File: src/hdl/chgctl_pkg.sv
// constants, types and register map of the charger control logic
package chgctl_pkg;

    localparam int          CLK_NS        = 5;
    localparam longint      T15_MIN       = 15;
    localparam longint      T32_S         = 32;
    localparam longint      FAULT_PULSE_NS = 128000;
    localparam longint      T15_CYC  = T15_MIN * 60 * 1000000000 / CLK_NS;
    localparam longint      T32_CYC  = T32_S * 1000000000 / CLK_NS;
    localparam longint      FAULT_CYC = FAULT_PULSE_NS / CLK_NS;
    localparam int          TMR_W         = 40;
    localparam int          PULSE_W       = 16;

    localparam logic [7:0]  ADDR_CTRL     = 8'h00;
    localparam logic [7:0]  ADDR_STATUS   = 8'h04;
    localparam logic [7:0]  ADDR_SAFETY   = 8'h08;
    localparam logic [7:0]  ADDR_IRQ_STAT = 8'h0C;
    localparam logic [7:0]  ADDR_IRQ_MASK = 8'h10;

    localparam int          CTRL_STAT_EN  = 0;
    localparam int          CTRL_BOOST_EN = 1;
    localparam int          CTRL_MODE32   = 2;
    localparam int          CTRL_TERM_EN  = 3;
    localparam int          CTRL_TMR_RST  = 4;
    localparam logic [3:0]  CTRL_RST      = 4'h9;
    localparam logic [7:0]  SAFETY_RST    = 8'h00;

    localparam int          IRQ_W         = 4;
    localparam int          IRQ_FAULT     = 0;
    localparam int          IRQ_DONE      = 1;
    localparam int          IRQ_RECHG     = 2;
    localparam int          IRQ_TMR       = 3;

    typedef enum logic [7:0] {
        ST_SLEEP = 8'h01,
        ST_IDLE  = 8'h02,
        ST_COND  = 8'h04,
        ST_CC    = 8'h08,
        ST_CV    = 8'h10,
        ST_DONE  = 8'h20,
        ST_FAULT = 8'h40,
        ST_BOOST = 8'h80
    } chgctl_state_e;

    typedef struct packed {
        logic supply_ok;
        logic batt_above_cond;
        logic batt_at_reg;
        logic batt_below_rechg;
        logic current_below_term;
        logic junction_hot;
        logic analog_fault;
        logic charge_disable;
        logic boost_or_limit_select;
        logic limit_lock_reset_n;
    } chgctl_pins_s;

    localparam int PINS_W = $bits(chgctl_pins_s);

    typedef struct packed {
        logic        psel;
        logic        penable;
        logic        pwrite;
        logic [7:0]  paddr;
        logic [31:0] pwdata;
    } chgctl_apb_req_s;

    typedef struct packed {
        chgctl_state_e          st;
        logic [3:0]             ctrl;
        logic [7:0]             safety;
        logic                   locked;
        logic [IRQ_W-1:0]       irq_st;
        logic [IRQ_W-1:0]       irq_mask;
        logic [TMR_W-1:0]       tmr;
        logic [PULSE_W-1:0]     pulse;
        logic                   cd_q;
        logic [31:0]            rdata;
        logic                   slverr;
    } chgctl_regs_s;

endpackage : chgctl_pkg

File: src/hdl/chgctl_sync.sv
// two-flop synchroniser for a bundle of asynchronous pin levels
`timescale 1ns/1ps
module chgctl_sync #(
    parameter int W = 1
) (
    input  wire logic         ref_clk_in,
    input  wire logic         rst_b_in,
    input  wire logic [W-1:0] async_in,
    output logic      [W-1:0] sync_out
);
    typedef struct packed {
        logic [W-1:0] meta;
        logic [W-1:0] stable;
    } chgctl_sync_s;

    chgctl_sync_s q;
    chgctl_sync_s next_q;

    // first stage feeds only the second stage; one process owns next_q
    always_comb begin
        next_q.meta   = async_in;
        next_q.stable = q.meta;
    end

    always_ff @(posedge ref_clk_in or negedge rst_b_in) begin
        if (!rst_b_in) begin
            q <= '0;
        end else begin
            q <= next_q;
        end
    end

    assign sync_out = q.stable;
endmodule : chgctl_sync

File: src/hdl/chgctl_top.sv
// charger supervisory logic: phase sequencer, timers, status pin, apb regs
//
// Implementation choices: the register offsets and the APB register port.
`timescale 1ns/1ps
// Summary of operation
// - the status pin is pulled low while a charge is in progress, else open.
// - a fault gives one low pulse of 128 us on the status pin.
// - the status pin stays released while its enable bit is clear.
// - charge-disable low enables charging, high stops it and floats supply.
// - charge-disable rising restarts the 15 min timer but not the 32 s one.
// - an active boost pin with its boost function enabled forces boost mode.
// - after reset the boost pin selects 500 mA when high and 100 mA when low.
// - while lock reset is low the safety limits sit at default, writes lost.
// - with lock reset high the limits take writes until another reg is hit.
// - charging runs conditioning, then constant current, then voltage.
// - a charge ends at regulation voltage with current below termination.
// - a safety timer backs up the host, who must keep resetting it.
// - a finished battery that sags below recharge level restarts charging.
// - losing the input supply drops the logic into sleep automatically, except in boost mode.
// - charge current is reduced once the junction reaches about 125 C.
// - the charge status can be read by the host.
module chgctl_top
    import chgctl_pkg::*;
#(
    parameter longint T15_CYCLES   = chgctl_pkg::T15_CYC,
    parameter longint T32_CYCLES   = chgctl_pkg::T32_CYC,
    parameter longint PULSE_CYCLES = chgctl_pkg::FAULT_CYC
) (
    input  wire logic                  ref_clk_in,
    input  wire logic                  rst_b_in,
    input  wire logic                  psel_in,
    input  wire logic                  penable_in,
    input  wire logic                  pwrite_in,
    input  wire logic [7:0]            paddr_in,
    input  wire logic [31:0]           pwdata_in,
    output logic      [31:0]           prdata_out,
    output logic                       pready_out,
    output logic                       pslverr_out,
    input  wire chgctl_pkg::chgctl_pins_s pins_in,
    output logic                       stat_out,
    output logic                       stat_oe_out,
    output logic                       charge_enable_out,
    output logic                       supply_hiz_out,
    output logic                       sleep_out,
    output logic                       boost_mode_out,
    output logic                       input_limit_500_out,
    output logic                       current_reduce_out,
    output logic                       irq_out
);
    import chgctl_pkg::*;

    chgctl_regs_s     q;
    chgctl_regs_s     next_q;
    chgctl_pins_s     pin;
    chgctl_apb_req_s  req;
    logic [PINS_W-1:0] pin_vec;

    chgctl_sync #(
        .W (PINS_W)
    ) u_sync (
        .ref_clk_in (ref_clk_in),
        .rst_b_in   (rst_b_in),
        .async_in   (pins_in),
        .sync_out   (pin_vec)
    );

    assign pin = chgctl_pins_s'(pin_vec);
    assign req = '{psel: psel_in, penable: penable_in, pwrite: pwrite_in,
                   paddr: paddr_in, pwdata: pwdata_in};

    function automatic logic addr_hit(input logic [7:0] a);
        addr_hit = (a == ADDR_CTRL) || (a == ADDR_STATUS) ||
                   (a == ADDR_SAFETY) || (a == ADDR_IRQ_STAT) ||
                   (a == ADDR_IRQ_MASK);
    endfunction : addr_hit

    function automatic logic is_charging(input chgctl_state_e s);
        is_charging = (s == ST_COND) || (s == ST_CC) || (s == ST_CV);
    endfunction : is_charging

    logic                  wr_en;
    logic                  rd_setup;
    logic                  boost_req;
    logic                  cd_rise;
    logic                  tmr_kick;
    logic                  tmr_expire;
    logic                  fault_evt;
    logic                  done_evt;
    logic                  rechg_evt;
    logic [TMR_W-1:0]      tmr_limit;
    logic [IRQ_W-1:0]      irq_set;
    logic [IRQ_W-1:0]      irq_clr;

    always_comb begin
        next_q     = q;
        // zero-wait slave: write lands at the access edge
        wr_en      = req.psel && req.penable && req.pwrite;
        rd_setup   = req.psel && !req.penable;
        boost_req  = q.ctrl[CTRL_BOOST_EN] && pin.boost_or_limit_select;
        cd_rise    = pin.charge_disable && !q.cd_q;
        tmr_limit  = q.ctrl[CTRL_MODE32] ? TMR_W'(T32_CYCLES)
                                         : TMR_W'(T15_CYCLES);
        tmr_kick   = wr_en && (req.paddr == ADDR_CTRL) &&
                     req.pwdata[CTRL_TMR_RST];
        tmr_expire = is_charging(q.st) && (q.tmr >= tmr_limit - 1'b1);
        fault_evt  = 1'b0;
        done_evt   = 1'b0;
        rechg_evt  = 1'b0;
        irq_set    = '0;
        irq_clr    = '0;
        next_q.cd_q = pin.charge_disable;

        // safety timer counts cycles during charge phases
        if (tmr_kick || (cd_rise && !q.ctrl[CTRL_MODE32])) begin
            next_q.tmr = '0;
        end else if (is_charging(q.st) && !tmr_expire) begin
            next_q.tmr = q.tmr + 1'b1;
        end

        // phase sequencer
        case (q.st)
            ST_SLEEP: begin
                next_q.tmr = '0;
                if (pin.supply_ok) begin
                    next_q.st = ST_IDLE;
                end
            end
            ST_IDLE: begin
                if (!pin.charge_disable) begin
                    // no clear here: a 32 s run survives a disable pause
                    next_q.st  = ST_COND;
                end
            end
            ST_COND: begin
                if (pin.batt_above_cond) begin
                    next_q.st = ST_CC;
                end
            end
            ST_CC: begin
                if (pin.batt_at_reg) begin
                    next_q.st = ST_CV;
                end
            end
            ST_CV: begin
                if (pin.batt_at_reg && pin.current_below_term &&
                    q.ctrl[CTRL_TERM_EN]) begin
                    next_q.st = ST_DONE;
                    done_evt  = 1'b1;
                end
            end
            ST_DONE: begin
                if (pin.batt_below_rechg) begin
                    next_q.st  = ST_COND;
                    next_q.tmr = '0;
                    rechg_evt  = 1'b1;
                end
            end
            ST_FAULT: begin
                // leaves when the host kicks the timer, or via the supply and boost overrides
                if (tmr_kick) begin
                    next_q.st = ST_IDLE;
                end
            end
            ST_BOOST: begin
                next_q.tmr = '0;
                if (!boost_req) begin
                    next_q.st = ST_IDLE;
                end
            end
            default: begin
                next_q.st = ST_SLEEP;
            end
        endcase

        // overrides, lowest priority first
        if (is_charging(q.st) && pin.charge_disable) begin
            next_q.st = ST_IDLE;
        end
        if (is_charging(q.st) && (tmr_expire || pin.analog_fault)) begin
            next_q.st = ST_FAULT;
            fault_evt = 1'b1;
        end
        if (!pin.supply_ok && (q.st != ST_BOOST) && !boost_req) begin
            next_q.st = ST_SLEEP;
        end
        if (boost_req) begin
            next_q.st = ST_BOOST;
        end

        // fault pulse: new faults during a pulse are dropped
        if (q.pulse != '0) begin
            next_q.pulse = q.pulse - 1'b1;
        end else if (fault_evt) begin
            next_q.pulse = PULSE_W'(PULSE_CYCLES);
        end

        // safety limit lock
        if (!pin.limit_lock_reset_n) begin
            next_q.safety = SAFETY_RST;
            next_q.locked = 1'b0;
        end else if (wr_en && addr_hit(req.paddr)) begin
            if (req.paddr == ADDR_SAFETY) begin
                if (!q.locked) begin
                    next_q.safety = req.pwdata[7:0];
                end
            end else begin
                next_q.locked = 1'b1;
            end
        end

        // other register writes
        if (wr_en && (req.paddr == ADDR_CTRL)) begin
            next_q.ctrl = req.pwdata[3:0];
        end
        if (wr_en && (req.paddr == ADDR_IRQ_MASK)) begin
            next_q.irq_mask = req.pwdata[IRQ_W-1:0];
        end
        if (wr_en && (req.paddr == ADDR_IRQ_STAT)) begin
            irq_clr = req.pwdata[IRQ_W-1:0];
        end

        // sticky events; a set in the clearing cycle survives
        irq_set[IRQ_FAULT] = fault_evt;
        irq_set[IRQ_DONE]  = done_evt;
        irq_set[IRQ_RECHG] = rechg_evt;
        irq_set[IRQ_TMR]   = is_charging(q.st) && tmr_expire;
        next_q.irq_st      = (q.irq_st & ~irq_clr) | irq_set;

        // read data is fetched in the setup cycle
        if (rd_setup) begin
            next_q.slverr = !addr_hit(req.paddr);
            case (req.paddr)
                ADDR_CTRL:     next_q.rdata = {28'h0, q.ctrl};
                ADDR_STATUS:   next_q.rdata = {21'h0, q.locked,
                                               pin.boost_or_limit_select,
                                               q.pulse != '0,
                                               q.st};
                ADDR_SAFETY:   next_q.rdata = {24'h0, q.safety};
                ADDR_IRQ_STAT: next_q.rdata = {28'h0, q.irq_st};
                ADDR_IRQ_MASK: next_q.rdata = {28'h0, q.irq_mask};
                default:       next_q.rdata = 32'h0;
            endcase
        end
    end

    always_ff @(posedge ref_clk_in or negedge rst_b_in) begin
        if (!rst_b_in) begin
            q          <= '0;
            q.st       <= ST_SLEEP;
            q.ctrl     <= CTRL_RST;
            q.safety   <= SAFETY_RST;
        end else begin
            q <= next_q;
        end
    end

    assign pready_out  = 1'b1;
    assign prdata_out  = q.rdata;
    assign pslverr_out = q.slverr && psel_in && penable_in;

    // open drain: only ever pulls low
    assign stat_out    = 1'b0;
    assign stat_oe_out = q.ctrl[CTRL_STAT_EN] &&
                         (is_charging(q.st) || (q.pulse != '0));

    assign charge_enable_out  = is_charging(q.st);
    assign supply_hiz_out     = pin.charge_disable ||
                                (q.st == ST_SLEEP);
    assign sleep_out          = (q.st == ST_SLEEP);
    assign boost_mode_out     = (q.st == ST_BOOST);
    // limit select follows the pin, even while it is claimed for boost
    assign input_limit_500_out = pin.boost_or_limit_select;
    assign current_reduce_out = is_charging(q.st) &&
                                pin.junction_hot;
    assign irq_out            = |(q.irq_st & q.irq_mask);
endmodule : chgctl_top

File: config.mk
export PLATFORM = sky130hd
export DESIGN_NAME = chgctl_top
export DESIGN_NICKNAME = d
export VERILOG_FILES = /design/src/hdl/chgctl_pkg.sv /design/src/hdl/chgctl_sync.sv /design/src/hdl/chgctl_top.sv
export SDC_FILE = /design/constraint.sdc
export NUM_CORES = 1
export LEC_CHECK = 0
export BUFFER_PORTS_ARGS = -buffer_cell sky130_fd_sc_hd__buf_2
export CAP_MARGIN = 20
export CORE_UTILIZATION = 33
export CTS_BUF_LIST = sky130_fd_sc_hd__clkbuf_2 sky130_fd_sc_hd__clkbuf_4 sky130_fd_sc_hd__clkbuf_8
export CTS_CLUSTER_DIAMETER = 60
export DETAILED_ROUTE_END_ITERATION = 16
export GPL_ROUTABILITY_DRIVEN = 1
export GPL_TIMING_DRIVEN = 0
export PLACE_DENSITY = 0.48
export SETUP_SLACK_MARGIN = 0.5
export SYNTH_ARGS = -nofsm -noshare
export SYNTH_HDL_FRONTEND = slang
export SYNTH_SLANG_ARGS = --single-unit
File: constraint.sdc
create_clock -name ref_clk_in -period 7.3 [get_ports ref_clk_in]
set_input_delay 1.46 -clock ref_clk_in [delete_from_list [all_inputs] [get_ports ref_clk_in]]
set_output_delay 1.46 -clock ref_clk_in [all_outputs]
set_load 0.03 [all_outputs]
==> results.md, run 1 <==
* Tmin final at 4.77 ns
* Pleak at 3.37 nW
* TritonCTS Buffers at 17
* Worst R2R End: q[81]
* TritonCTS Sinks at 118
* Max-Cap Viols at 0
* Setup Skew at 0.0159 ns
* Die area at 0.0193 sq mm
* Nets at 784
* Clock transition at the registers of the reported paths at 0.08 ns
* Port bufs at 48
* Setup CP Type: flop to primary output
* CP Launch Type: flop
* Detailed Route WL at 14,800 um
* # H-tree levels at 4
* Resized cells post-CTS at 0
* Seq cells post-synth at 118
* Multi-input logic area at 0.00291 sq mm
* Hold path endpoint: u_sync.sync_out[1]
* Sum of negative setup slack at 0 ns
* Vias at 4,897
* Antenna cells at 0
* Pwr dens at 226 mW/mm^2
* Async SR Flop Fraction at 100%
* Layout area overhead at 17.0%
* Initial antenna violation count at 0
* Pwr Total at 1.64 mW
* Register area share after synthesis at 47.7%
* Clk_lat worst skew at 0.43 ns
* Die H at 139 um
* Final slew viol count at 0
* Post-synth EDFFs at 0
* Die X at 139 um
* Crit path max fanout at 10
* Largest net degree at the start of global routing at 97
* Worst stage delay on the critical path at 0.64 ns
* Max_slew headroom at 46.1%
* Crit path DAT at 3.31 ns
* Ys flop type: dfrtp_1
* Slowest cell on crit path: nor4_1
* Reg2Reg Depth at 11
* Final setup vio count at 0
* Core Footprint at 0.0182 sq mm
* First-pass GRT wire length at 24,400 um
* Hold path cells at 0
* Post-synth cell types at 69
* Crit end category: primary output
* Design area at 0.00725 sq mm
* Hold Fails Final Rpt at 0
* Mapped Cells at 622
* ANT nets after route at 0
* Overflow after GRT at 0
* VDD IR max at 170 uV
* Routed vias/inst at 5.13
* Crit path cell chain: or3_1 > or2_1 > nor2_1 > nand4_1 > nor4_1 > clkbuf_1 > a21boi_0 > buf_2
* Initial DRC Count at 334
* Standard-cell rows at 49
* Finished Layout Cells at 955
* Hold Path Class: flop to flop
* GPL Wtd Cong at 0.808
* DRC Markers at 0
* Hpwl dp at 10,600 um
* Most frequent cells in the layout: dfrtp_1, nor2_1, buf_2, nand2_1, buf_4
* IO Pins at 98
* Cell area after synthesis at 0.00620 sq mm
* Number of global-route vias before repair at 4,749
* Crit Reg-Reg Startpoint: q[109]
* Syn_area_per_cell at 9.96 sq um
* Dpl cell area at 0.00685 sq mm
* RSZ-0062 raised after global routing: false
* Fin crit share at 65.3%
* Tot GR Track Use at 16.0%
* Hold_ws at 0.354 ns
* Worst EP required at 5.84 ns
* Status: completed
* Register area at 0.00296 sq mm
* Initial Utilization at 34.0%
* FF-to-FF setup slack at 3.46 ns
* Layout cells sized above 1 at 20.1%
* Worst-Margin Slew at 0.802 ns
* Synth warnings at 0
* Clock buffer depth at 2
* Commonest non-fill, non-tap cell in the layout: dfrtp_1
* FMAX at 0.210 GHz
* Hold path startpoint: u_sync.next_q[1]
* TritonRoute pass-1 iters at 7
* Root buf cell: clkbuf_8
* Wire per inst at 15.5 um
* Cells after DPL at 923
* Hold_buf cts at 0
* Fill cells at 1,808
* Setup Fix Bufs, Post-CTS at 0
* TritonCTS clock tree: done
[cells by family after synthesis]
group / after synthesis / share of synthesized area, %
other: 2 / 0.121
muxes: 21 / 4.36
AOI/OAI and AO/OA: 111 / 12.5
DFF: 118 / 47.7
buffers and inverters: 74 / 6.60
and+or+nand+nor: 258 / 22.3
adders and majority gates: 16 / 3.23
xor gates and xnor gates: 22 / 3.11
[area by class of cell]
class	count	area share, %
inverters	22	1.16
clock inverters	13	2.04
flip-flops and latches	118	40.8
plain buffers	52	4.49
repair buffers	51	3.95
multi-input cells	451	40.1
well taps	229	3.95
clock buffers	19	3.52
[metrics by stage]
step / util [%] / worst slack [ns]
5_1_grt: 39.8 / 2.17
3_5_place_dp: 37.6 / 2.90
6_report: 39.8 / 2.53
3_3_place_gp: 37.4 / 2.92
2_1_floorplan: - / 3.49
4_1_cts: 39.8 / 2.51
[synth_stat cells (16+ instances only)]
cell type,n,area share (%)
dfrtp_1,115,46
a21oi_1,25,2.0
nor3_1,20,1.6
o21ai_0,26,2.1
nor2_1,56,3.4
nand3_1,29,2.3
nand2_1,47,2.8
inv_1,21,1.3
buf_4,34,4.1
or3_1,18,1.8
clkbuf_1,16,0.97
ha_1,16,3.2
[worst max-delay path: cells and delay by family, from the launching register on]
kind	cells	cell delay, ns
simple gates	5	1.62
flops	1	0.42
compound gates	1	0.19
buf+inv	2	0.63
[layer usage]
layer / track usage, % / wire, um / share of wire, %
met3: 3.94 / 576 / 3.9
met5: 0 / 0 / 0
met4: 5.09 / 144 / 0.98
met1: 21.8 / 7250 / 49
met2: 25.1 / 6790 / 46
[sequential cells by signal, indices dropped and copies added, names as in the netlist]
register and count:
prdata_out 11, q 87, u_sync.next_q 10, u_sync.sync_out 10
[power by group]
part	switching, mW	internal [mW]
registers	0.0546	0.712
logic	0.171	0.0967
clock network	0.284	0.320
total	0.510	1.13
[worst max path at each step]
stage / from / to / slack (ns) / cells after the start
floorplan: q[39] / stat_oe_out / 3.49 / 7
global placement: paddr_in[1] / q[54] / 2.92 / 9
detailed placement: paddr_in[1] / q[60] / 2.90 / 9
CTS: q[39] / stat_oe_out / 2.51 / 8
global route: q[38] / stat_oe_out / 2.17 / 8
finish: q[38] / stat_oe_out / 2.53 / 8
No activity file was read; power rests on OpenSTA's default activity.
==> run 2: changes to the inputs <==
clock period = 4.6 ns   (was 7.3 ns; I/O delays follow)
==> run 2 against run 1 <==
Against the previous run:
- non-clock buffer count unchanged
- sequential power rose by 59%
- first-iteration DRC count up 1.5%
- worst setup slack got worse by 1.8 ns
- largest cell class unchanged
- highest routed layer unchanged
==> results.md, run 2 (same netlist as run 1, synthesis figures left out) <==
* Initial Utilization at 34.0%
* Number of global-route vias before repair at 4,755
* First-pass GRT wire length at 24,500 um
* CP Launch Type: flop
* Clk network pwr share at 36.8%
* Tot GR Track Use at 16.1%
* Die area at 0.0193 sq mm
* Layout area overhead at 17.3%
* CP bufs+invs at 3
* Nets at 784
* Initial antenna violation count at 0
* Max_slew headroom at 51.3%
* Status: completed
* Vias at 4,903
* Routed vias/inst at 5.13
* Design area at 0.00727 sq mm
* Setup Skew at 0.0161 ns
* Final setup vio count at 0
* Clock buffer depth at 2
* Die H at 139 um
* Layout cells sized above 1 at 20.4%
* TritonCTS Buffers at 17
* # H-tree levels at 4
* DRC Markers at 0
* Antenna cells at 0
* Die X at 139 um
* VDD IR max at 269 uV
* Hold Fails Final Rpt at 0
* Max-Cap Viols at 0
* Sum of negative setup slack at 0 ns
* RSZ-0062 raised after global routing: false
* Clk_lat worst skew at 0.44 ns
* Worst R2R End: q[81]
* ANT nets after route at 0
* Initial DRC Count at 339
* Internal Power at 1.79 mW
* Switch Pwr at 0.818 mW
* Largest net degree at the start of global routing at 97
* Setup Fix Bufs, Post-CTS at 0
* Tmin final at 3.84 ns
* FMAX at 0.260 GHz
* Largest Register: q
* Wire per inst at 15.4 um
* Port bufs at 48
* Worst EP required at 4.90 ns
* Most frequent cells in the layout: dfrtp_1, nor2_1, buf_2, nand2_1, buf_4
* Crit path DAT at 4.13 ns
* Worst-Margin Slew at 0.721 ns
* Crit end category: flop
* Sw Share at 31.3%
* Fill cells at 1,809
* Pleak at 3.37 nW
* GR peak layer: met2
* Fin crit share at 83.5%
* Worst stage delay on the critical path at 0.60 ns
* Crit path cell chain: inv_1 > ha_1 > a21o_1 > a2111oi_2 > o21ai_1 > o31a_1 > or4_1 > clkbuf_1 > buf_2 > o311ai_0 > o41ai_1
* Hold_buf cts at 0
* TritonCTS Sinks at 118
* Hpwl dp at 10,600 um
* TritonCTS clock tree: done
* Combinational Power Share at 16.3%
* Seq pwr share at 46.9%
* Detailed Route WL at 14,700 um
* Worst path top cell family by delay: compound AO/OA/AOI/OAI gates
* Root buf cell: clkbuf_8
* Core Footprint at 0.0182 sq mm
* Pwr dens at 359 mW/mm^2
* Dpl cell area at 0.00685 sq mm
* M2 GR Usage at 25.1%
* GPL Wtd Cong at 0.808
* Final slew viol count at 0
* TritonRoute pass-1 iters at 7
* Slowest cell on crit path: dfrtp_1
* Clock transition at the registers of the reported paths at 0.08 ns
* Crit path max fanout at 10
* Reg2Reg Depth at 11
* Standard-cell rows at 49
* Max reg flops at 87
* M3 GR Usage at 3.94%
* Hold_ws at 0.340 ns
* Hold Path Class: input pin to asynchronous set/reset pin
* Setup CP Type: flop to flop
* Met1 Resource Use GR at 21.8%
* Crit Reg-Reg Startpoint: q[109]
* Commonest non-fill, non-tap cell in the layout: dfrtp_1
* FF-to-FF setup slack at 0.76 ns
* IO Pins at 98
* Overflow after GRT at 0
==> run 2: worst max path at each step <==
stage                start          end  slack (ns)  cells past startpoint
2_1_floorplan        q[39]  stat_oe_out        1.33                      7
3_3_place_gp   paddr_in[1]        q[54]        0.76                      9
3_5_place_dp   paddr_in[1]        q[60]        0.74                      9
4_1_cts              q[39]  stat_oe_out        0.57                      8
5_1_grt              q[38]  stat_oe_out        0.56                      8
6_report            q[109]        q[81]        0.76                     11
==> run 2: power by group through the flow <==
stage	registers (mW)	logic (mW)	clock network, mW
after floorplan	1.21	0.294	0
after global placement	1.23	0.415	0
after detailed placement	1.24	0.430	0
after CTS	1.22	0.433	1.00
after global routing	1.24	0.479	1.05
final	1.22	0.426	0.961
==> run 2: metal layers <==
layer / routed length [um] / vias to the layer above
li1: - / 2377
met1: 7170 / 2406
met2: 6800 / 105
met3: 612 / 15
met4: 163 / 0
met5: 0 / -
==> run 2: worst register-to-register path, stage by stage, from the launching register on <==
cell,delay (ns)
dfrtp_1,0.60
inv_1,0.32
ha_1,0.38
a21o_1,0.18
a2111oi_2,0.36
o21ai_1,0.12
o31a_1,0.30
or4_1,0.50
clkbuf_1,0.23
buf_2,0.25
o311ai_0,0.33
o41ai_1,0.14
==> run 2: metrics by stage <==
stage	std cells	setup slack (ns)	total power, mW	util, %
after floorplan	643	1.33	1.51	-
after global placement	920	0.756	1.65	37.4
after detailed placement	923	0.740	1.67	37.6
after CTS	955	0.568	2.66	39.9
after global routing	955	0.558	2.76	39.9
final	955	0.761	2.61	39.9
==> run 2: cell type report <==
type                       instances  area, sq um  share of cell area [%]
buffer                            52          327                    4.49
clock buffer                      19          255                    3.51
clock inverter                    13          148                    2.03
inverter                          22         83.8                    1.15
multi-input combinational        451         2920                    40.2
sequential                       118         2960                    40.7
tap                              229          287                    3.94
timing repair buffer              51          287                    3.94
==> run 2: timing repair <==
item                                    4_1_cts  5_1_grt
resized for setup                             1        3
pin swaps                                     0        0
endpoints found under the setup margin        1        1
